**config.mk**
```make
export PLATFORM = sky130hd
export DESIGN_NAME = cra_dev_flat
export DESIGN_NICKNAME = d
export VERILOG_FILES = /design/src/rtl/cra_pkg.sv /design/src/rtl/cra_link_if.sv /design/src/rtl/cra_dev.sv /design/src/flat_wrapper.sv
export SDC_FILE = /design/constraint.sdc
export NUM_CORES = 2
export LEC_CHECK = 0
export BUFFER_PORTS_ARGS = -buffer_cell sky130_fd_sc_hd__buf_2
export CORE_AREA = 3 3 648 650
export DETAILED_ROUTE_END_ITERATION = 6
export DIE_AREA = 0 0 651 653
export GPL_TIMING_DRIVEN = 1
export PLACE_DENSITY = 0.49
export REMOVE_ABC_BUFFERS = 1
export SYNTH_ARGS = -nofsm -noshare
export SYNTH_HDL_FRONTEND = slang
export SYNTH_SLANG_ARGS = --single-unit
```
**constraint.sdc**
```tcl
create_clock -name core_clk_in -period 9 [get_ports core_clk_in]
set_input_delay 1.8 -clock core_clk_in [delete_from_list [all_inputs] [get_ports core_clk_in]]
set_output_delay 1.8 -clock core_clk_in [all_outputs]
set_load 0.02 [all_outputs]
```
**src/rtl/cra_pkg.sv**
```systemverilog
// package: token codes, destination codes and field sizes of the config access protocol
`default_nettype none
package cra_pkg;
  // control token values
  localparam logic [7:0] CRA_TOK_WRITE = 8'hC0; // write command
  localparam logic [7:0] CRA_TOK_READ = 8'hC1; // read command
  localparam logic [7:0] CRA_TOK_END = 8'h01; // message end
  localparam logic [7:0] CRA_TOK_ACK = 8'h03; // success status
  localparam logic [7:0] CRA_TOK_NAK = 8'h04; // failure status
  // destination low-half codes (peripheral: low byte only)
  localparam logic [15:0] CRA_TILE_CODE = 16'hC20C; // tile configuration
  localparam logic [15:0] CRA_NODE_CODE = 16'hC30C; // node configuration
  localparam logic [7:0] CRA_PERIPH_CODE = 8'h02; // analogue peripheral
  // reply channel number meaning no reply wanted
  localparam logic [7:0] CRA_NOREPLY_CHAN = 8'hFF;
  // processor status resource type and shift
  localparam logic [7:0] CRA_PS_RES_TYPE = 8'h0B;
  localparam int CRA_PS_SHIFT = 8;
  // field lengths in bytes
  localparam int CRA_RID_BYTES = 3;
  localparam int CRA_REG_BYTES = 2;
  localparam int CRA_DATA_BYTES = 4;
  // message token counts (last index)
  localparam logic [3:0] CRA_WR_LAST = 4'hA; // cmd, 3 rid, 2 reg, 4 data, end
  localparam logic [3:0] CRA_RD_LAST = 4'h6; // cmd, 3 rid, 2 reg, end
  localparam logic [2:0] CRA_RSP_LONG_LAST = 3'h5; // status, 4 data, end
  localparam logic [2:0] CRA_RSP_SHORT_LAST = 3'h1; // status, end
  // register bank selected by a destination
  typedef enum logic [1:0] {CRA_BANK_TILE, CRA_BANK_NODE, CRA_BANK_PERIPH, CRA_BANK_NONE} cra_bank_t;
endpackage : cra_pkg
`default_nettype wire

```
**src/rtl/cra_link_if.sv**
```systemverilog
// interface: token streams between requester and configuration handler
`default_nettype none
interface cra_link_if;
  logic req_valid; // request token offered
  logic req_ready; // request token taken
  logic req_ctrl; // request token is a control token
  logic [7:0] req_data; // request token value
  logic [31:0] req_dest; // destination of the request channel
  logic rsp_valid; // reply token offered
  logic rsp_ready; // reply token taken
  logic rsp_ctrl; // reply token is a control token
  logic [7:0] rsp_data; // reply token value
  logic [23:0] rsp_dest; // reply channel-end identifier
  modport dev (
    input req_valid, req_ctrl, req_data, req_dest, rsp_ready,
    output req_ready, rsp_valid, rsp_ctrl, rsp_data, rsp_dest
  );
  modport host (
    output req_valid, req_ctrl, req_data, req_dest, rsp_ready,
    input req_ready, rsp_valid, rsp_ctrl, rsp_data, rsp_dest
  );
endinterface : cra_link_if
`default_nettype wire

```
**src/rtl/cra_dev.sv**
```systemverilog
// module: configuration register handler, the device end of the link
//
// How it works
// [RULE1] requests carry upper 24 reply id bits
// [RULE2] reply id is node id then channel
// [RULE3] write with low byte all ones: no reply
// [RULE4] multi-byte fields go most significant byte first
// [RULE5] status resource id is reg shifted, OR 0x0B
// [RULE6] tile destination: tile id, tile code
// [RULE7] node destination: node id, node code
// [RULE8] peripheral destination: node, peripheral, byte 02
// [RULE9] write: 192, reply id, reg, data, 1
// [RULE10] write reply: 3,1 success or 4,1 failure
// [RULE11] config read reply: 3, word, 1 or 4,1
// [RULE12] peripheral read reply: 3, data, 1 or 4,1
// [RULE13] read: read token, reply id, reg, 1
// [RULE14] bad register or message: no change, fail reply (no reply when the reply id is incomplete)
`default_nettype none
module cra_dev
  import cra_pkg::*;
#(
  parameter int NREG = 16, // registers per bank
  parameter logic [7:0] PERIPH_ID = 8'h01 // peripheral number served
) (
  input wire logic core_clk_in, // system clock
  input wire logic srst_in, // synchronous reset, high
  cra_link_if.dev link, // token link to requester
  input wire logic [15:0] tile_id_in, // own tile identifier
  input wire logic [15:0] node_id_in, // own node identifier
  output logic [3*NREG*32-1:0] regs_out, // all bank contents, tile first
  output logic busy_out // a message is in progress
);
  import cra_pkg::*;

  // message parser states
  typedef enum logic [2:0] {
    CRA_ST_IDLE, CRA_ST_RID, CRA_ST_REG, CRA_ST_DATA, CRA_ST_END, CRA_ST_SKIP, CRA_ST_REPLY
  } cra_dev_state_t;

  localparam int IW = $clog2(3 * NREG); // storage index width

  cra_dev_state_t state_q; // parser state
  logic [1:0] cnt_q; // byte count inside a field
  logic is_wr_q; // message is a write
  logic rid_ok_q; // whole reply id received
  cra_bank_t bank_q; // bank decoded from destination
  logic [23:0] rid_q; // reply channel-end id
  logic [15:0] reg_q; // register number
  logic [31:0] wdata_q; // write data
  logic [31:0] rdata_q; // read data for reply
  logic rsp_ok_q; // reply is success
  logic rsp_rd_q; // reply carries data
  logic [2:0] rsp_idx_q; // reply token index
  logic [8:0] rsp_tok_q; // reply token {ctrl, value}
  logic [23:0] rsp_dest_q; // reply destination
  logic [31:0] mem_q [0:3*NREG-1]; // register storage
  logic acc; // request token taken
  logic rsp_acc; // reply token taken
  logic is_end; // token is the end control token
  logic fin; // message finished this cycle
  logic fin_good; // finished and well formed
  logic fin_ok; // finished and will succeed
  logic fin_reply; // a reply is to be sent
  logic [IW-1:0] mem_idx; // storage index of the request

  // decode destination into a bank
  function automatic cra_bank_t bank_of(input logic [31:0] dest, input logic [15:0] tile,
                                        input logic [15:0] node);
    if (dest[31:16] == tile && dest[15:0] == CRA_TILE_CODE) // see [RULE6]
      return CRA_BANK_TILE;
    else if (dest[31:16] == node && dest[15:0] == CRA_NODE_CODE) // see [RULE7]
      return CRA_BANK_NODE;
    else if (dest[31:16] == node && dest[15:8] == PERIPH_ID && dest[7:0] == CRA_PERIPH_CODE)
      return CRA_BANK_PERIPH; // see [RULE8]
    else
      return CRA_BANK_NONE;
  endfunction : bank_of

  // reply token at a given index
  function automatic logic [8:0] rsp_tok(input logic [2:0] idx, input logic ok,
                                         input logic rd, input logic [31:0] data);
    if (idx == 3'h0)
      return {1'b1, ok ? CRA_TOK_ACK : CRA_TOK_NAK}; // see [RULE10] [RULE11] [RULE12]
    else if (ok && rd && idx <= 3'h4)
      return {1'b0, data[31 - 8 * (int'(idx) - 1) -: 8]}; // see [RULE4] [RULE11] [RULE12]
    else
      return {1'b1, CRA_TOK_END};
  endfunction : rsp_tok

  // handshakes and finish decode
  assign acc = link.req_valid && link.req_ready;
  assign rsp_acc = link.rsp_valid && link.rsp_ready;
  assign is_end = link.req_ctrl && link.req_data == CRA_TOK_END;
  assign mem_idx = IW'(int'(bank_q) * NREG + int'(reg_q));

  // end of message: well formed only in the end state
  always_comb
  begin
    fin = 1'b0;
    fin_good = 1'b0;
    if (acc && is_end && state_q != CRA_ST_IDLE && state_q != CRA_ST_REPLY)
    begin
      fin = 1'b1;
      fin_good = state_q == CRA_ST_END;
    end
    // unknown bank or register fails, see [RULE14]
    fin_ok = fin_good && bank_q != CRA_BANK_NONE && reg_q < 16'(NREG);
    // write to a channel ending in all ones gets no reply, see [RULE3]
    fin_reply = fin && rid_ok_q && !(is_wr_q && rid_q[7:0] == CRA_NOREPLY_CHAN);
  end

  // link outputs
  assign link.req_ready = state_q != CRA_ST_REPLY;
  assign link.rsp_valid = state_q == CRA_ST_REPLY;
  assign link.rsp_ctrl = rsp_tok_q[8];
  assign link.rsp_data = rsp_tok_q[7:0];
  assign link.rsp_dest = rsp_dest_q; // see [RULE2]
  assign busy_out = state_q != CRA_ST_IDLE;

  // parser state machine
  always_ff @(posedge core_clk_in)
  begin
    if (srst_in)
    begin
      state_q <= CRA_ST_IDLE;
      cnt_q <= 2'h0;
    end
    else if (fin)
    begin
      state_q <= fin_reply ? CRA_ST_REPLY : CRA_ST_IDLE;
      cnt_q <= 2'h0;
    end
    else if (state_q == CRA_ST_REPLY)
    begin
      // leave once the last reply token is taken
      if (rsp_acc && rsp_idx_q == (rsp_rd_q && rsp_ok_q ? CRA_RSP_LONG_LAST : CRA_RSP_SHORT_LAST))
        state_q <= CRA_ST_IDLE;
    end
    else if (acc)
    begin
      unique case (state_q)
        // command token opens a message, see [RULE9] [RULE13]
        CRA_ST_IDLE:
        begin
          if (link.req_ctrl && (link.req_data == CRA_TOK_WRITE || link.req_data == CRA_TOK_READ))
            state_q <= CRA_ST_RID;
          else if (!is_end)
            state_q <= CRA_ST_SKIP; // stray token, see [RULE14]
        end
        // field bytes: a control token here is malformed
        CRA_ST_RID, CRA_ST_REG, CRA_ST_DATA:
        begin
          if (link.req_ctrl)
          begin
            state_q <= CRA_ST_SKIP; // see [RULE14]
            cnt_q <= 2'h0;
          end
          else if (state_q == CRA_ST_RID && cnt_q == 2'(CRA_RID_BYTES - 1))
          begin
            state_q <= CRA_ST_REG; // see [RULE1]
            cnt_q <= 2'h0;
          end
          else if (state_q == CRA_ST_REG && cnt_q == 2'(CRA_REG_BYTES - 1))
          begin
            state_q <= is_wr_q ? CRA_ST_DATA : CRA_ST_END;
            cnt_q <= 2'h0;
          end
          else if (state_q == CRA_ST_DATA && cnt_q == 2'(CRA_DATA_BYTES - 1))
          begin
            state_q <= CRA_ST_END;
            cnt_q <= 2'h0;
          end
          else
            cnt_q <= cnt_q + 2'h1;
        end
        // anything but the end token is an overlong message
        CRA_ST_END:
          state_q <= CRA_ST_SKIP; // see [RULE14]
        // drop until the end token
        CRA_ST_SKIP:
          state_q <= CRA_ST_SKIP;
        default:
          state_q <= CRA_ST_IDLE;
      endcase
    end
  end

  // capture of command, destination and fields
  always_ff @(posedge core_clk_in)
  begin
    if (srst_in)
    begin
      is_wr_q <= 1'b0;
      rid_ok_q <= 1'b0;
      bank_q <= CRA_BANK_NONE;
      rid_q <= 24'h00_0000;
      reg_q <= 16'h0000;
      wdata_q <= 32'h0000_0000;
    end
    else if (acc && state_q == CRA_ST_IDLE)
    begin
      // any token in idle drops the old reply id, so a stray one gets no reply
      is_wr_q <= link.req_ctrl && link.req_data == CRA_TOK_WRITE;
      rid_ok_q <= 1'b0;
      bank_q <= bank_of(link.req_dest, tile_id_in, node_id_in);
    end
    else if (acc && !link.req_ctrl)
    begin
      // bytes arrive most significant first, see [RULE4]
      if (state_q == CRA_ST_RID)
      begin
        rid_q <= {rid_q[15:0], link.req_data};
        rid_ok_q <= cnt_q == 2'(CRA_RID_BYTES - 1);
      end
      if (state_q == CRA_ST_REG)
        reg_q <= {reg_q[7:0], link.req_data};
      if (state_q == CRA_ST_DATA)
        wdata_q <= {wdata_q[23:0], link.req_data};
    end
  end

  // register storage: written only by a good write, see [RULE14]
  always_ff @(posedge core_clk_in)
  begin
    if (srst_in)
    begin
      for (int i = 0; i < 3 * NREG; i++)
        mem_q[i] <= 32'h0000_0000;
    end
    else if (fin_ok && is_wr_q)
      mem_q[mem_idx] <= wdata_q; // see [RULE3] [RULE9]
  end

  // reply token sequencer
  always_ff @(posedge core_clk_in)
  begin
    if (srst_in)
    begin
      rsp_ok_q <= 1'b0;
      rsp_rd_q <= 1'b0;
      rsp_idx_q <= 3'h0;
      rsp_tok_q <= 9'h000;
      rsp_dest_q <= 24'h00_0000;
      rdata_q <= 32'h0000_0000;
    end
    else if (fin_reply)
    begin
      // first token is the status
      rsp_ok_q <= fin_ok;
      rsp_rd_q <= !is_wr_q;
      rsp_idx_q <= 3'h0;
      rsp_tok_q <= rsp_tok(3'h0, fin_ok, !is_wr_q, fin_ok ? mem_q[mem_idx] : 32'h0000_0000);
      rsp_dest_q <= rid_q;
      rdata_q <= fin_ok ? mem_q[mem_idx] : 32'h0000_0000;
    end
    else if (rsp_acc)
    begin
      // step to the next token
      rsp_idx_q <= rsp_idx_q + 3'h1;
      rsp_tok_q <= rsp_tok(rsp_idx_q + 3'h1, rsp_ok_q, rsp_rd_q, rdata_q);
    end
  end

  // user view of storage
  for (genvar g = 0; g < 3 * NREG; g++)
  begin : g_regs
    assign regs_out[g*32 +: 32] = mem_q[g];
  end
endmodule : cra_dev
`default_nettype wire

```
**src/flat_wrapper.sv**
```systemverilog
// flat-port wrapper written by rule: the top's interface ports become plain ports
module cra_dev_flat import cra_pkg::*;
#(
  parameter int NREG = 16,                      
  parameter logic [7:0] PERIPH_ID = 8'h01                            
)
  (core_clk_in, srst_in, tile_id_in, node_id_in, regs_out, busy_out, link_req_valid, link_req_ctrl, link_req_data, link_req_dest, link_rsp_ready, link_req_ready, link_rsp_valid, link_rsp_ctrl, link_rsp_data, link_rsp_dest);
  cra_link_if link_i ();
  input wire logic core_clk_in;
  input wire logic srst_in;
  input wire logic [15:0] tile_id_in;
  input wire logic [15:0] node_id_in;
  output logic [3*NREG*32-1:0] regs_out;
  output logic busy_out;
  input wire logic [$bits(link_i.req_valid)-1:0] link_req_valid;
  input wire logic [$bits(link_i.req_ctrl)-1:0] link_req_ctrl;
  input wire logic [$bits(link_i.req_data)-1:0] link_req_data;
  input wire logic [$bits(link_i.req_dest)-1:0] link_req_dest;
  input wire logic [$bits(link_i.rsp_ready)-1:0] link_rsp_ready;
  output wire logic [$bits(link_i.req_ready)-1:0] link_req_ready;
  output wire logic [$bits(link_i.rsp_valid)-1:0] link_rsp_valid;
  output wire logic [$bits(link_i.rsp_ctrl)-1:0] link_rsp_ctrl;
  output wire logic [$bits(link_i.rsp_data)-1:0] link_rsp_data;
  output wire logic [$bits(link_i.rsp_dest)-1:0] link_rsp_dest;
  assign link_i.req_valid = link_req_valid;
  assign link_i.req_ctrl = link_req_ctrl;
  assign link_i.req_data = link_req_data;
  assign link_i.req_dest = link_req_dest;
  assign link_i.rsp_ready = link_rsp_ready;
  assign link_req_ready = link_i.req_ready;
  assign link_rsp_valid = link_i.rsp_valid;
  assign link_rsp_ctrl = link_i.rsp_ctrl;
  assign link_rsp_data = link_i.rsp_data;
  assign link_rsp_dest = link_i.rsp_dest;
  cra_dev #(.NREG(NREG), .PERIPH_ID(PERIPH_ID)) u_core (.core_clk_in(core_clk_in), .srst_in(srst_in), .link(link_i), .tile_id_in(tile_id_in), .node_id_in(node_id_in), .regs_out(regs_out), .busy_out(busy_out));
endmodule
```
==> results.md <==
* Outcome: complete, but fails checks
* Failing checks: max-capacitance violations, max-slew violations
* Starting DRT DRC Count at ~12000
* Clock Skew at between 0.08 and 0.09 ns
* GRT overflow at 0
* IO Port Bufs at approximately 1600
* CP peak stage delay at ~0.96 ns
* Distinct cells, synth at 77
* Fill cells at 42100
* #FFs+latches synth at roughly 2200
* All-Layer GR Usage at 0.273
* DR pass1 iterations at 7
* Unrepaired setup endpoints after global routing: false
* Clock tree root buffer cell: clkbuf_16
* Sink Count at 2199
* Final setup viols at 0
* Pint at 18200 µW
* Syn Std Cell Area at between 90000 and 100000 µm²
* Post-synth EDFFs at 2048
* Antenna violations before repair at 120
* Leak at roughly 0.044 µW
* Fin crit share at 0.619
* Pwr dens at 206 nW/µm²
* Top Ports at about 1600
* Post-Route Utilization at 0.290
* Commonest non-fill, non-tap cell in the layout: edfxtp_1
* Area growth, synth to finish at 24.4%
* TritonCTS clock tree: yes
* Power share of the sequential group at 0.479
* Cells after synthesis at a little under 7000
* Startpoint types: input pin
* Hold Crit Class: reg2reg
* Register area share after synthesis at 0.669
* Fmax achieved at roughly 0.18 GHz
* Final antenna-violating net count at 0
* Max-slew violations at 3
* Final Wtd Congestion at roughly 0.97
* DRC at 0
* Critical setup path kind: in2reg
* Synth Area per Inst at between 10 and 15 µm²
* Sw Share at 0.263
* Rows at ~240
* Final Hold Viols at 0
* Critical path endpoint category: flip-flop
* CP Data Required Time at 9.56 ns
* Slew headroom at -0.229
* # hold bufs at CTS at 0
* Commonest non-fill, non-tap cells in the layout: 2048 x edfxtp_1, 1647 x buf_2, 1540 x and2_1
* DR vias at approximately 74000
* Die height at 653 µm
* TNS Setup at 0 ns
* Clock slew at reported path FFs at about 0.06 ns
* Bufs and invs on worst path at 2
* Crit path DAT at ~6.1 ns
* Starting density of the core at 0.233
* Largest net degree at the start of global routing at 90
* Final worst slack at 3.43 ns
* Wire per inst at 42.8 µm
* Critical path peak fanout at 33
* Least-Margin Pin Slew at about 1.8 ns
* CP top delay family: simple AND/OR/NAND/NOR gates
* Vias in the first global route at roughly 69000
* Switching pwr at around 6500 µW
* Top_reg_cell synth: edfxtp_1
* CTS resizes at 0
* Placed wire-length estimate at between 400000 and 500000 µm
* Clock network power share at 0.449
* CP cell instances: buf_2 > nor4_2 > o2111ai_2 > nor2_4 > buf_4 > nand2_4 > nor3_4 > or2_2
* Core Area at between 400000 and 500000 µm²
* Tmin final at ~5.6 ns
* DIE WIDTH at about 650 µm
* Comb pwr share at 0.072
* Max rail drop VDD at about 120 µV
* First-pass GRT wire length at 760000 µm
* Clock buffer count from CTS at roughly 270
* H-Tree Depth at 5
* WL final at 605000 µm
* Max-cap violation count at 1
* Share of layout cells above drive strength 1 at 0.308
* Worst-skew pair later-pin latency at ~0.95 ns
* Ys async rst share at 0
* Die Area at about 430000 µm²
* Setup slack at placement at between 2 and 3 ns
* YS warnings at 0
* Slowest CP cell: nor3_4
* Setup Buffers After CTS at 0
* Max Root-Sink Buffers at 4
* Layout Nets at approximately 8500
* Vias per Instance at around 5.2
power groups by stage:
stage	sequential [µW]	clock [µW]	combinational, µW
after floorplan	12200	0	430
after global placement	12000	0	1790
after detailed placement	12000	0	1800
after CTS	11800	11200	1800
after global routing	11800	11600	1830
final	11800	11100	1780
tightest hold or removal path: stages, from the launching register on:
cell	delay [ns]
dfxtp_1	0.30
nand2_1	0.05
a21oi_1	0.05
registers in the layout, summed over array words and instances, names as in the netlist:
signal	flops
u_core.bank_q	2
u_core.cnt_q	2
u_core.is_wr_q	1
u_core.link.rsp_dest	24
u_core.mem_q	2048
u_core.rdata_q	32
u_core.reg_q	16
u_core.rid_ok_q	1
u_core.rid_q	24
u_core.rsp_idx_q	3
u_core.rsp_ok_q	1
u_core.rsp_rd_q	1
u_core.rsp_tok_q	9
u_core.state_q	3
u_core.wdata_q	32
layout make-up:
| cell class | count | area [µm²] | area share |
|---|---|---|---|
| flip-flops and latches | 2199 | 64700 | 0.539 |
| repair buffers | 1855 | 9930 | 0.0828 |
| well taps | 5474 | 6850 | 0.0571 |
| clock buffers | 331 | 7060 | 0.0588 |
| diodes | 74 | 185 | 0.00154 |
| clock inverters | 147 | 1650 | 0.0138 |
| multi-input cells | 4022 | 29500 | 0.246 |
| inverters | 21 | 91.3 | 0.000761 |
routing by layer:
metal  share of wire  GRT usage
met1            0.37      0.334
met2            0.47      0.446
met3            0.10     0.0672
met4           0.058      0.136
met5         0.00035    0.00170
worst paths after layout:
| check | from | end | slack (ns) | cells after the start |
|---|---|---|---|---|
| setup / recovery | link_req_data[1] | u_core.mem_q[46][17] | 3.43 | 8 |
| hold / removal | u_core.link.rsp_dest[4] | u_core.link.rsp_dest[4] | 0.45 | 2 |
| setup reg to reg | u_core.reg_q[0] | u_core.rdata_q[7] | 3.46 | 9 |
| hold reg to reg | u_core.link.rsp_dest[4] | u_core.link.rsp_dest[4] | 0.45 | 2 |
through the flow:
stage          power (µW)  hold WS [ns]  cells  instance area (µm²)
2_1_floorplan       12600         0.420   6242                93500
3_3_place_gp        13800         0.431  13600               111000
3_5_place_dp        13800         0.440  13600               111000
4_1_cts             24800         0.451  14000               120000
5_1_grt             25200         0.474  14100               120000
6_report            24700         0.452  14100               120000
logic make-up (layout without fill, tap and decap cells):
kind of cell	count (synthesis)	count (layout)	synth area share
buffers and inverters	641	2354	0.0315
XOR/XNOR	37	37	0.00367
other	0	74	0
AND/OR/NAND/NOR	2190	2190	0.132
adder cells (fa/ha/maj)	10	10	0.00130
flip-flops	2199	2199	0.669
AO/OA/AOI/OAI	1059	1059	0.0747
multiplexers	726	726	0.0873
synthesized netlist by cell type, types with 101 or more instances:
library cell,n,share of area
a21oi_1,260,0.013
a22oi_1,246,0.019
and2_1,1543,0.10
clkbuf_1,313,0.012
clkbuf_2,120,0.0062
dfxtp_1,151,0.031
edfxtp_1,2048,0.64
mux2_2,101,0.012
mux2i_1,543,0.056
nand2_1,297,0.012
nor2_1,123,0.0048
o221ai_1,115,0.010
o22ai_1,159,0.010
(Power assumes the default switching activity.)
